`src/inc/energy_pulse_pkg.sv`:
```
// Contract
// [RL1] Each converter emits one internal pulse per accumulated energy LSB.
// [RL2] Output pulse when internal pulse count reaches numerator/denominator ratio.
// [RL3] Source select 00 active, 01 reactive, 1x apparent or current rms.
// [RL4] One shared bit picks apparent or current rms for all 1x channels.
// [RL5] Output enabled when its disable bit is clear, disabled when set.
// [RL6] Each output sets its status flag; enabled flag posts metering interrupt.
// [RL7] Interrupt request stays asserted while the causing status bit is set.
// [RL8] Writing zero to a status bit clears it.
// [RL9] Period above 180 ms gives a fixed 90 ms active level.
// [RL10] Period below 180 ms gives a 50 percent duty cycle.
// [RL11] Both pulse outputs are active low, meant to drive an LED.
// [RL12] Unsigned 16-bit numerator and denominator scale by 1/2^16 to 1.
// [RL13] A numerator or denominator of zero acts as one.
// [RL14] Ratio above one is limited to one.
// [RL15] Unscaled full-scale output near 21.1 kHz with both scalers zero.
// [RL16] All metering interrupts share vector address 0x004b.
// [RL17] Three enable registers gate which metering events interrupt; here only the mid one gates, low and high are only stored.
// [RL18] An event whose enable bit is clear never interrupts.
// [RL19] Second_mode_config bit 3 selects current rms for apparent path and converter.
// [RL20] Apparent no-load threshold also gates the current rms pulse source.
// [RL21] Internal pulse count restarts from zero after each output pulse.
package energy_pulse_pkg;
  // Register indices; byte address is four times the index
  localparam logic [7:0] IDX_FIRST_MODE_CONFIG   = 8'h0b;
  localparam logic [7:0] IDX_SECOND_MODE_CONFIG   = 8'h0c;
  localparam logic [7:0] IDX_EN_LOW  = 8'hd9;
  localparam logic [7:0] IDX_EN_MID  = 8'hda;
  localparam logic [7:0] IDX_EN_HIGH = 8'hdb;
  localparam logic [7:0] IDX_ST_MID  = 8'hdd;
  localparam logic [7:0] IDX_NUM_A   = 8'h10;
  localparam logic [7:0] IDX_DEN_A   = 8'h11;
  localparam logic [7:0] IDX_NUM_B   = 8'h12;
  localparam logic [7:0] IDX_DEN_B   = 8'h13;
  // Field positions
  localparam int FIRST_MODE_CONFIG_DIS_A   = 0;
  localparam int FIRST_MODE_CONFIG_DIS_B   = 1;
  localparam int SECOND_MODE_CONFIG_IRMS    = 3;
  localparam int SECOND_MODE_CONFIG_SEL_A   = 4;
  localparam int SECOND_MODE_CONFIG_SEL_B   = 6;
  localparam int ST_PULSE_A    = 0;
  localparam int ST_PULSE_B    = 1;
  // Reset values and the fixed interrupt vector
  localparam logic [7:0]  RST_BYTE  = 8'h00;
  localparam logic [15:0] RST_SCALE = 16'h0000;
  localparam logic [15:0] IRQ_VECTOR = 16'h004b;
  // Timing
  localparam int CLK_KHZ      = 100000;
  localparam int ACTIVE_MS    = 90;
  localparam int LONG_MS      = 180;
  localparam int ACTIVE_CYC   = ACTIVE_MS * CLK_KHZ;
  localparam int LONG_CYC     = LONG_MS * CLK_KHZ;
  localparam int CNT_W        = 25;
  typedef enum logic {CH_IDLE, CH_ACTIVE} ch_state_t;
endpackage

```
`src/design/energy_pulse_output.sv`:
```
// The APB interface to the registers is this design's own decision.
`timescale 1ns/1ps
module energy_pulse_output
  import energy_pulse_pkg::*;
#(
  parameter int ACTIVE_CYCLES = ACTIVE_CYC,
  parameter int LONG_CYCLES   = LONG_CYC
) (
  // Clock and reset
  input  wire logic        pclk,
  input  wire logic        presetn,
  // APB slave
  input  wire logic        psel,
  input  wire logic        penable,
  input  wire logic        pwrite,
  input  wire logic [11:0] paddr,
  input  wire logic [31:0] pwdata,
  output logic      [31:0] prdata,
  output logic             pready,
  output logic             pslverr,
  // Energy LSB events and the apparent no-load flag from the metering path
  input  wire logic        active_lsb,
  input  wire logic        reactive_lsb,
  input  wire logic        apparent_lsb,
  input  wire logic        irms_lsb,
  input  wire logic        apparent_noload,
  // Outputs
  output logic             pulse_out_a_n,
  output logic             pulse_out_b_n,
  output logic             current_rms_sel,
  output logic             metering_interrupt,
  output logic      [15:0] irq_vector
);

  function automatic logic [15:0] as_one(input logic [15:0] v);
    return (v == 16'h0000) ? 16'h0001 : v; // [RL13] [RL15]
  endfunction

  // Register file
  logic [7:0]  first_mode_config_reg, first_mode_config_next;
  logic [7:0]  second_mode_config_reg, second_mode_config_next;
  logic [7:0]  en_low_reg, en_low_next;
  logic [7:0]  en_mid_reg, en_mid_next;
  logic [7:0]  en_high_reg, en_high_next;
  logic [7:0]  st_mid_reg, st_mid_next;
  logic [15:0] num_reg [2];
  logic [15:0] num_next [2];
  logic [15:0] den_reg [2];
  logic [15:0] den_next [2];
  logic [31:0] prdata_reg, prdata_next;
  logic        pready_reg, pready_next;
  logic        pslverr_reg, pslverr_next;

  // Channel state
  ch_state_t        st_reg [2];
  ch_state_t        st_next [2];
  logic [16:0]      acc_reg [2];
  logic [16:0]      acc_next [2];
  logic [CNT_W-1:0] per_reg [2];
  logic [CNT_W-1:0] per_next [2];
  logic [CNT_W-1:0] low_reg [2];
  logic [CNT_W-1:0] low_next [2];
  logic [1:0]       out_n_reg, out_n_next;
  logic             irq_reg, irq_next;
  logic             irms_reg, irms_next;

  logic [1:0]  fire;
  logic [1:0]  dfc;
  logic [1:0]  dis;
  logic [15:0] num_eff [2];
  logic [15:0] den_eff [2];

  logic        acc_phase;
  logic        wr_done;
  logic [7:0]  idx;
  logic        hit;
  logic [31:0] rd_mux;

  // APB: one wait state, answer on second access cycle
  assign idx       = paddr[9:2];
  assign acc_phase = psel & penable & ~pready_reg;
  assign wr_done   = psel & penable & pready_reg & pwrite;

  always_comb begin
    hit    = (paddr[11:10] == 2'b00) && (paddr[1:0] == 2'b00);
    rd_mux = 32'h0000_0000;
    unique case (idx)
      IDX_FIRST_MODE_CONFIG:   rd_mux[7:0]  = first_mode_config_reg;
      IDX_SECOND_MODE_CONFIG:   rd_mux[7:0]  = second_mode_config_reg;
      IDX_EN_LOW:  rd_mux[7:0]  = en_low_reg;
      IDX_EN_MID:  rd_mux[7:0]  = en_mid_reg;
      IDX_EN_HIGH: rd_mux[7:0]  = en_high_reg;
      IDX_ST_MID:  rd_mux[7:0]  = st_mid_reg;
      IDX_NUM_A:   rd_mux[15:0] = num_reg[0];
      IDX_DEN_A:   rd_mux[15:0] = den_reg[0];
      IDX_NUM_B:   rd_mux[15:0] = num_reg[1];
      IDX_DEN_B:   rd_mux[15:0] = den_reg[1];
      default:     hit = 1'b0;
    endcase
  end

  always_comb begin
    pready_next  = acc_phase;
    pslverr_next = acc_phase & ~hit;
    prdata_next  = prdata_reg;
    if (acc_phase && !pwrite) begin
      prdata_next = hit ? rd_mux : 32'h0000_0000;
    end
  end

  always_comb begin
    first_mode_config_next   = first_mode_config_reg;
    second_mode_config_next   = second_mode_config_reg;
    en_low_next  = en_low_reg;
    en_mid_next  = en_mid_reg;
    en_high_next = en_high_reg;
    num_next     = num_reg;
    den_next     = den_reg;
    st_mid_next  = st_mid_reg;
    if (wr_done && hit) begin
      unique case (idx)
        IDX_FIRST_MODE_CONFIG:   first_mode_config_next   = pwdata[7:0];
        IDX_SECOND_MODE_CONFIG:   second_mode_config_next   = pwdata[7:0];
        IDX_EN_LOW:  en_low_next  = pwdata[7:0];               // [RL17]
        IDX_EN_MID:  en_mid_next  = pwdata[7:0];               // [RL17]
        IDX_EN_HIGH: en_high_next = pwdata[7:0];               // [RL17]
        IDX_ST_MID:  st_mid_next  = st_mid_reg & pwdata[7:0];  // [RL8]
        IDX_NUM_A:   num_next[0]  = pwdata[15:0];
        IDX_DEN_A:   den_next[0]  = pwdata[15:0];
        IDX_NUM_B:   num_next[1]  = pwdata[15:0];
        IDX_DEN_B:   den_next[1]  = pwdata[15:0];
        default:     first_mode_config_next   = first_mode_config_reg;
      endcase
    end
    // Set wins over a clear in the same cycle
    st_mid_next[ST_PULSE_A] = st_mid_next[ST_PULSE_A] | fire[0]; // [RL6]
    st_mid_next[ST_PULSE_B] = st_mid_next[ST_PULSE_B] | fire[1]; // [RL6]
    // Only mid status exists here; other groups contribute nothing
    irq_next  = |(st_mid_next & en_mid_next);                  // [RL7] [RL18]
    irms_next = second_mode_config_next[SECOND_MODE_CONFIG_IRMS];                        // [RL19]
  end

  always_ff @(posedge pclk or negedge presetn) begin
    if (!presetn) begin
      first_mode_config_reg   <= RST_BYTE;
      second_mode_config_reg   <= RST_BYTE;
      en_low_reg  <= RST_BYTE;
      en_mid_reg  <= RST_BYTE;
      en_high_reg <= RST_BYTE;
      st_mid_reg  <= RST_BYTE;
      num_reg     <= '{RST_SCALE, RST_SCALE};
      den_reg     <= '{RST_SCALE, RST_SCALE};
      prdata_reg  <= 32'h0000_0000;
      pready_reg  <= 1'b0;
      pslverr_reg <= 1'b0;
      irq_reg     <= 1'b0;
      irms_reg    <= 1'b0;
    end else begin
      first_mode_config_reg   <= first_mode_config_next;
      second_mode_config_reg   <= second_mode_config_next;
      en_low_reg  <= en_low_next;
      en_mid_reg  <= en_mid_next;
      en_high_reg <= en_high_next;
      st_mid_reg  <= st_mid_next;
      num_reg     <= num_next;
      den_reg     <= den_next;
      prdata_reg  <= prdata_next;
      pready_reg  <= pready_next;
      pslverr_reg <= pslverr_next;
      irq_reg     <= irq_next;
      irms_reg    <= irms_next;
    end
  end

  // Converter inputs and scaling
  assign dis[0] = first_mode_config_reg[FIRST_MODE_CONFIG_DIS_A];
  assign dis[1] = first_mode_config_reg[FIRST_MODE_CONFIG_DIS_B];

  always_comb begin
    logic [1:0] sel;
    sel = 2'b00;
    for (int i = 0; i < 2; i++) begin
      sel = (i == 0) ? second_mode_config_reg[SECOND_MODE_CONFIG_SEL_A +: 2]
                     : second_mode_config_reg[SECOND_MODE_CONFIG_SEL_B +: 2];
      // One shared bit serves both channels, so they cannot mix
      if (sel[1]) begin                                        // [RL3] [RL4]
        dfc[i] = irms_reg ? (irms_lsb & ~apparent_noload)      // [RL20]
                          : apparent_lsb;
      end else begin
        dfc[i] = sel[0] ? reactive_lsb : active_lsb;           // [RL1] [RL3]
      end
      den_eff[i] = as_one(den_reg[i]);                         // [RL13]
      num_eff[i] = (as_one(num_reg[i]) > den_eff[i]) ?         // [RL14]
                   den_eff[i] : as_one(num_reg[i]);            // [RL13]
    end
  end

  // Pulse scaling and shaping
  always_comb begin
    logic [16:0] sum;
    sum = 17'h0_0000;
    for (int i = 0; i < 2; i++) begin
      fire[i]     = 1'b0;
      acc_next[i] = acc_reg[i];
      st_next[i]  = st_reg[i];
      low_next[i] = low_reg[i];
      per_next[i] = per_reg[i];
      if (per_reg[i] != {CNT_W{1'b1}}) begin
        per_next[i] = per_reg[i] + 1'b1;
      end
      // Lit time keeps running while non-firing events accumulate
      if (st_reg[i] == CH_ACTIVE) begin
        if (low_reg[i] == '0) begin
          st_next[i] = CH_IDLE;
        end else begin
          low_next[i] = low_reg[i] - 1'b1;
        end
      end
      if (dfc[i] && !dis[i]) begin
        // Weighted count; fires once den/num internal pulses passed
        sum = acc_reg[i] + {1'b0, num_eff[i]};                 // [RL2] [RL12]
        if (sum >= {1'b0, den_eff[i]}) begin
          fire[i]     = 1'b1;                                  // [RL2]
          acc_next[i] = 17'h0_0000;                            // [RL21]
          per_next[i] = CNT_W'(1);
          st_next[i]  = CH_ACTIVE;
          if (per_reg[i] > CNT_W'(LONG_CYCLES)) begin
            low_next[i] = CNT_W'(ACTIVE_CYCLES - 1);           // [RL9]
          end else if (per_reg[i] > CNT_W'(3)) begin
            low_next[i] = (per_reg[i] >> 1) - 1'b1;            // [RL10]
          end else begin
            low_next[i] = '0;
          end
        end else begin
          acc_next[i] = sum;
        end
      end
      // Disabled output idles high
      if (dis[i]) begin                                        // [RL5]
        st_next[i]  = CH_IDLE;
        acc_next[i] = 17'h0_0000;
      end
      out_n_next[i] = (st_next[i] != CH_ACTIVE);               // [RL11]
    end
  end

  always_ff @(posedge pclk or negedge presetn) begin
    if (!presetn) begin
      for (int i = 0; i < 2; i++) begin
        st_reg[i]  <= CH_IDLE;
        acc_reg[i] <= 17'h0_0000;
        per_reg[i] <= '1;
        low_reg[i] <= '0;
      end
      out_n_reg <= 2'b11;
    end else begin
      for (int i = 0; i < 2; i++) begin
        st_reg[i]  <= st_next[i];
        acc_reg[i] <= acc_next[i];
        per_reg[i] <= per_next[i];
        low_reg[i] <= low_next[i];
      end
      out_n_reg <= out_n_next;
    end
  end

  assign prdata             = prdata_reg;
  assign pready             = pready_reg;
  assign pslverr            = pslverr_reg;
  assign pulse_out_a_n      = out_n_reg[0];
  assign pulse_out_b_n      = out_n_reg[1];
  assign current_rms_sel    = irms_reg;
  assign metering_interrupt = irq_reg;
  always_ff @(posedge pclk or negedge presetn) begin
    if (!presetn) begin
      irq_vector <= 16'h0000;
    end else begin
      irq_vector <= IRQ_VECTOR;                                // [RL16]
    end
  end
endmodule

```
`config.mk`:
```
export PLATFORM = sky130hd
export DESIGN_NAME = energy_pulse_output
export DESIGN_NICKNAME = d
export VERILOG_FILES = /design/src/inc/energy_pulse_pkg.sv /design/src/design/energy_pulse_output.sv
export SDC_FILE = /design/constraint.sdc
export NUM_CORES = 1
export LEC_CHECK = 0
export ABC_AREA = 1
export BUFFER_PORTS_ARGS = -buffer_cell sky130_fd_sc_hd__clkbuf_2
export CORE_AREA = 2 2 201 203
export DETAILED_ROUTE_END_ITERATION = 7
export DIE_AREA = 0 0 203 205
export PLACE_DENSITY_LB_ADDON = 0.1
export SYNTH_ARGS = -nofsm -noshare
export SYNTH_HDL_FRONTEND = slang
export SYNTH_SLANG_ARGS = --single-unit
```
`constraint.sdc`:
```
create_clock -name pclk -period 5.6 [get_ports pclk]
set_clock_uncertainty 0.1 [all_clocks]
set_input_delay 0.28 -clock pclk [delete_from_list [all_inputs] [get_ports pclk]]
set_output_delay 0.28 -clock pclk [all_outputs]
set_load 0.03 [all_outputs]
```
==> metrics.txt <==
Warnings, synthesis 0; number of global-route vias before repair 17800; Site Rows 73; post-synthesis sequential area ratio 0.356; I/O Buffers 63; first drt pass iteration count 5; FILL cells 3675; I/O pin count ~110; drt drc 0; Register Area 0.00682 mm²; Max Cap Viol 0; Starting Density 0.487; share of cells above drive strength 1 0.171; RSZ-0062 raised after global routing true; CTS HTree Levels 2; post-route ant nets 0; post-DP HPWL 41.1 mm; die area roughly 0.042 mm²; fin crit period 5.40 ns; outcome finished clean; Gate Count Post-Synth ~2700; Routed WL per cell about 17 µm; TritonCTS Buffers 35; Hold Crit Class in2reg; core area just under 0.04 mm²; DIE HEIGHT just over 200 µm; Cell Pwr Density 232 mW/mm²; vias per cell 5.46; routability congestion estimate 0.935; Syn Area/Cell between 7 and 8 µm²; top cell type's share of synthesized area 0.284; Cell variety after synth between 50 and 60; critical-path maximum fanout 7; CP Capture Type register; number of flops mapped to enable cells by yosys 0; Post-synth ARST share 1.00; VDD IR max around 0.00024 V; Worst Path Required slightly below 6 ns; Synth top cells by count nand2_1, inv_1, nor2_1; Synth area leader dfrtp_1; TritonCTS clock tree yes; Slew HR 0.304; post-place setup slack -0.156 ns; Most common cell on crit path nand2_2; initial antenna violation count 0; antenna cells 0; Worst-Margin Slew around 1.0 ns; clock sink count 270; GR Overflow Total 0; fin cells ~3400; Worst path max stage delay between 0.3 and 0.4 ns; Arr. time, crit path around 5.7 ns; dpl cells ~3300; Iter 0 DRT Violations between 1000 and 1500; fin. max-slew vios 0; prevailing post-synth register cell dfrtp_1; slowest CP cell dfrtp_1; Crit Path Category reg2reg; Layout Nets 2990; synthesized flop and latch total 270; largest net degree at the start of global routing 163; first-pass GRT wire length slightly above 90 mm; top-count cell post-synth nand2_1; Layout area overhead 18.9%; dpl cell area slightly above 0.02 mm²; root buf cell clkbuf_16; Mapped Area between 0.015 and 0.02 mm²; fin crit share 0.964; Fin. Hold Viols 0; vias about 18000; Tot Pwr 5.29 mW; Horiz. Die Dim approximately 200 µm; Worst-path clk slew 0.06 ns; clk_lat worst skew between 0.5 and 0.6 ns; final hold slack 0.0481 ns; clk buf depth 3; Final setup viols 0; element type at the critical path start register; cell area after layout between 0.02 and 0.025 mm²; Area contributors post-synth dfrtp_1, nand2_1, ha_1, dfstp_2, inv_1; P_leak between 10 and 15 nW; final worst slack 0.201 ns; Max Clock Freq approximately 190 MHz; multi-input logic area roughly 0.011 mm²; drt total wl roughly 56 mm; GRT Overall Usage 0.269
==> routing by layer <==
metal / GRT usage / up-vias / part of all wire
met5: 0 / - / 0
met1: 0.384 / 8700 / 0.46
met4: 0.0808 / 0 / 0.027
met3: 0.0409 / 99 / 0.068
li1: - / 9032 / -
met2: 0.421 / 558 / 0.44
==> path summary, 6_finish.rpt <==
check,startpoint,to,slack (ns),depth (start not counted)
worst max-delay path,den_reg[14]$_DFFE_PN0P_,low_reg[1]$_DFF_PN0_,0.20,36
worst min-delay path,pwdata[3],current_rms_sel$_DFFE_PN0P_,0.05,3
worst max register to register,den_reg[14]$_DFFE_PN0P_,low_reg[1]$_DFF_PN0_,0.20,36
worst min register to register,pready$_DFF_PN0_,pready$_DFF_PN0_,0.37,1
max in group asynchronous,presetn,second_mode_config_reg[0]$_DFFE_PN0P_,3.97,3
min in group asynchronous,presetn,acc_reg[32]$_DFFE_PN0P_,0.14,2
==> layout make-up <==
type / count / share of cell area
multi-input cells: 1973 / 0.490
flip-flops and latches: 270 / 0.299
repair buffers: 221 / 0.0784
inverters: 321 / 0.0530
clock buffers: 52 / 0.0453
well taps: 525 / 0.0288
clock inverters: 7 / 0.00516
==> power by group <==
group / internal (mW) / switching (mW)
registers: 2.10 / 0.177
logic: 0.243 / 0.482
clock network: 1.41 / 0.881
total: 3.75 / 1.54
==> critical path, delay by kind of cell (launching register included) <==
kind | cells | cell delay [ns]
buffers and inverters | 5 | 0.57
adder cells (fa/ha/maj) | 4 | 1.04
flip-flops | 1 | 0.39
AO/OA/AOI/OAI | 10 | 1.15
AND/OR/NAND/NOR | 16 | 1.80
XOR/XNOR | 1 | 0.23
==> stage by stage <==
step,setup TNS (ns),utilization
floorplan,0,-
global route,-3.42,0.579
finish,0,0.579
CTS,0,0.554
detailed placement,-6.94,0.521
global placement,-0.208,0.521
==> layout by cell type, fill, tap and decap left out, types with 32 or more instances in the layout <==
cell type  synthesis  final
o22ai_1           33     32
xor2_1            95     92
clkbuf_2           3     62
buf_4             34    118
dfstp_2           52     52
a21oi_1          105     86
nand2_1          665    632
nor3_1            72     71
nor2_1           243    237
o21ai_0          226    197
nand4_1           57     57
nand3_1          138    136
inv_1            308    305
ha_1             112     96
dfrtp_1          218    218
clkbuf_16          0     41
==> kinds of logic (layout without fill, tap and decap cells) <==
group | count (synthesis) | count (layout) | synth area share
AND/OR/NAND/NOR | 1250 | 1250 | 0.279
AO/OA/AOI/OAI | 466 | 466 | 0.138
adder cells (fa/ha/maj) | 114 | 114 | 0.0751
multiplexers | 1 | 1 | 0.000587
flip-flops | 270 | 270 | 0.356
XOR/XNOR | 113 | 113 | 0.0516
other | 2 | 29 | 0.000391
buffers and inverters | 459 | 601 | 0.0995
==> timing repair <==
action                                  4_1_cts  5_1_grt
pin swaps                                     0       73
hold buffers                                 13        0
hold endpoints to repair                     82        0
endpoints found under the setup margin       92      139
buffers inserted                              1       24
gates resized for setup                       8      178
gates cloned                                  0        7
Power figures use the tool's default switching activity.
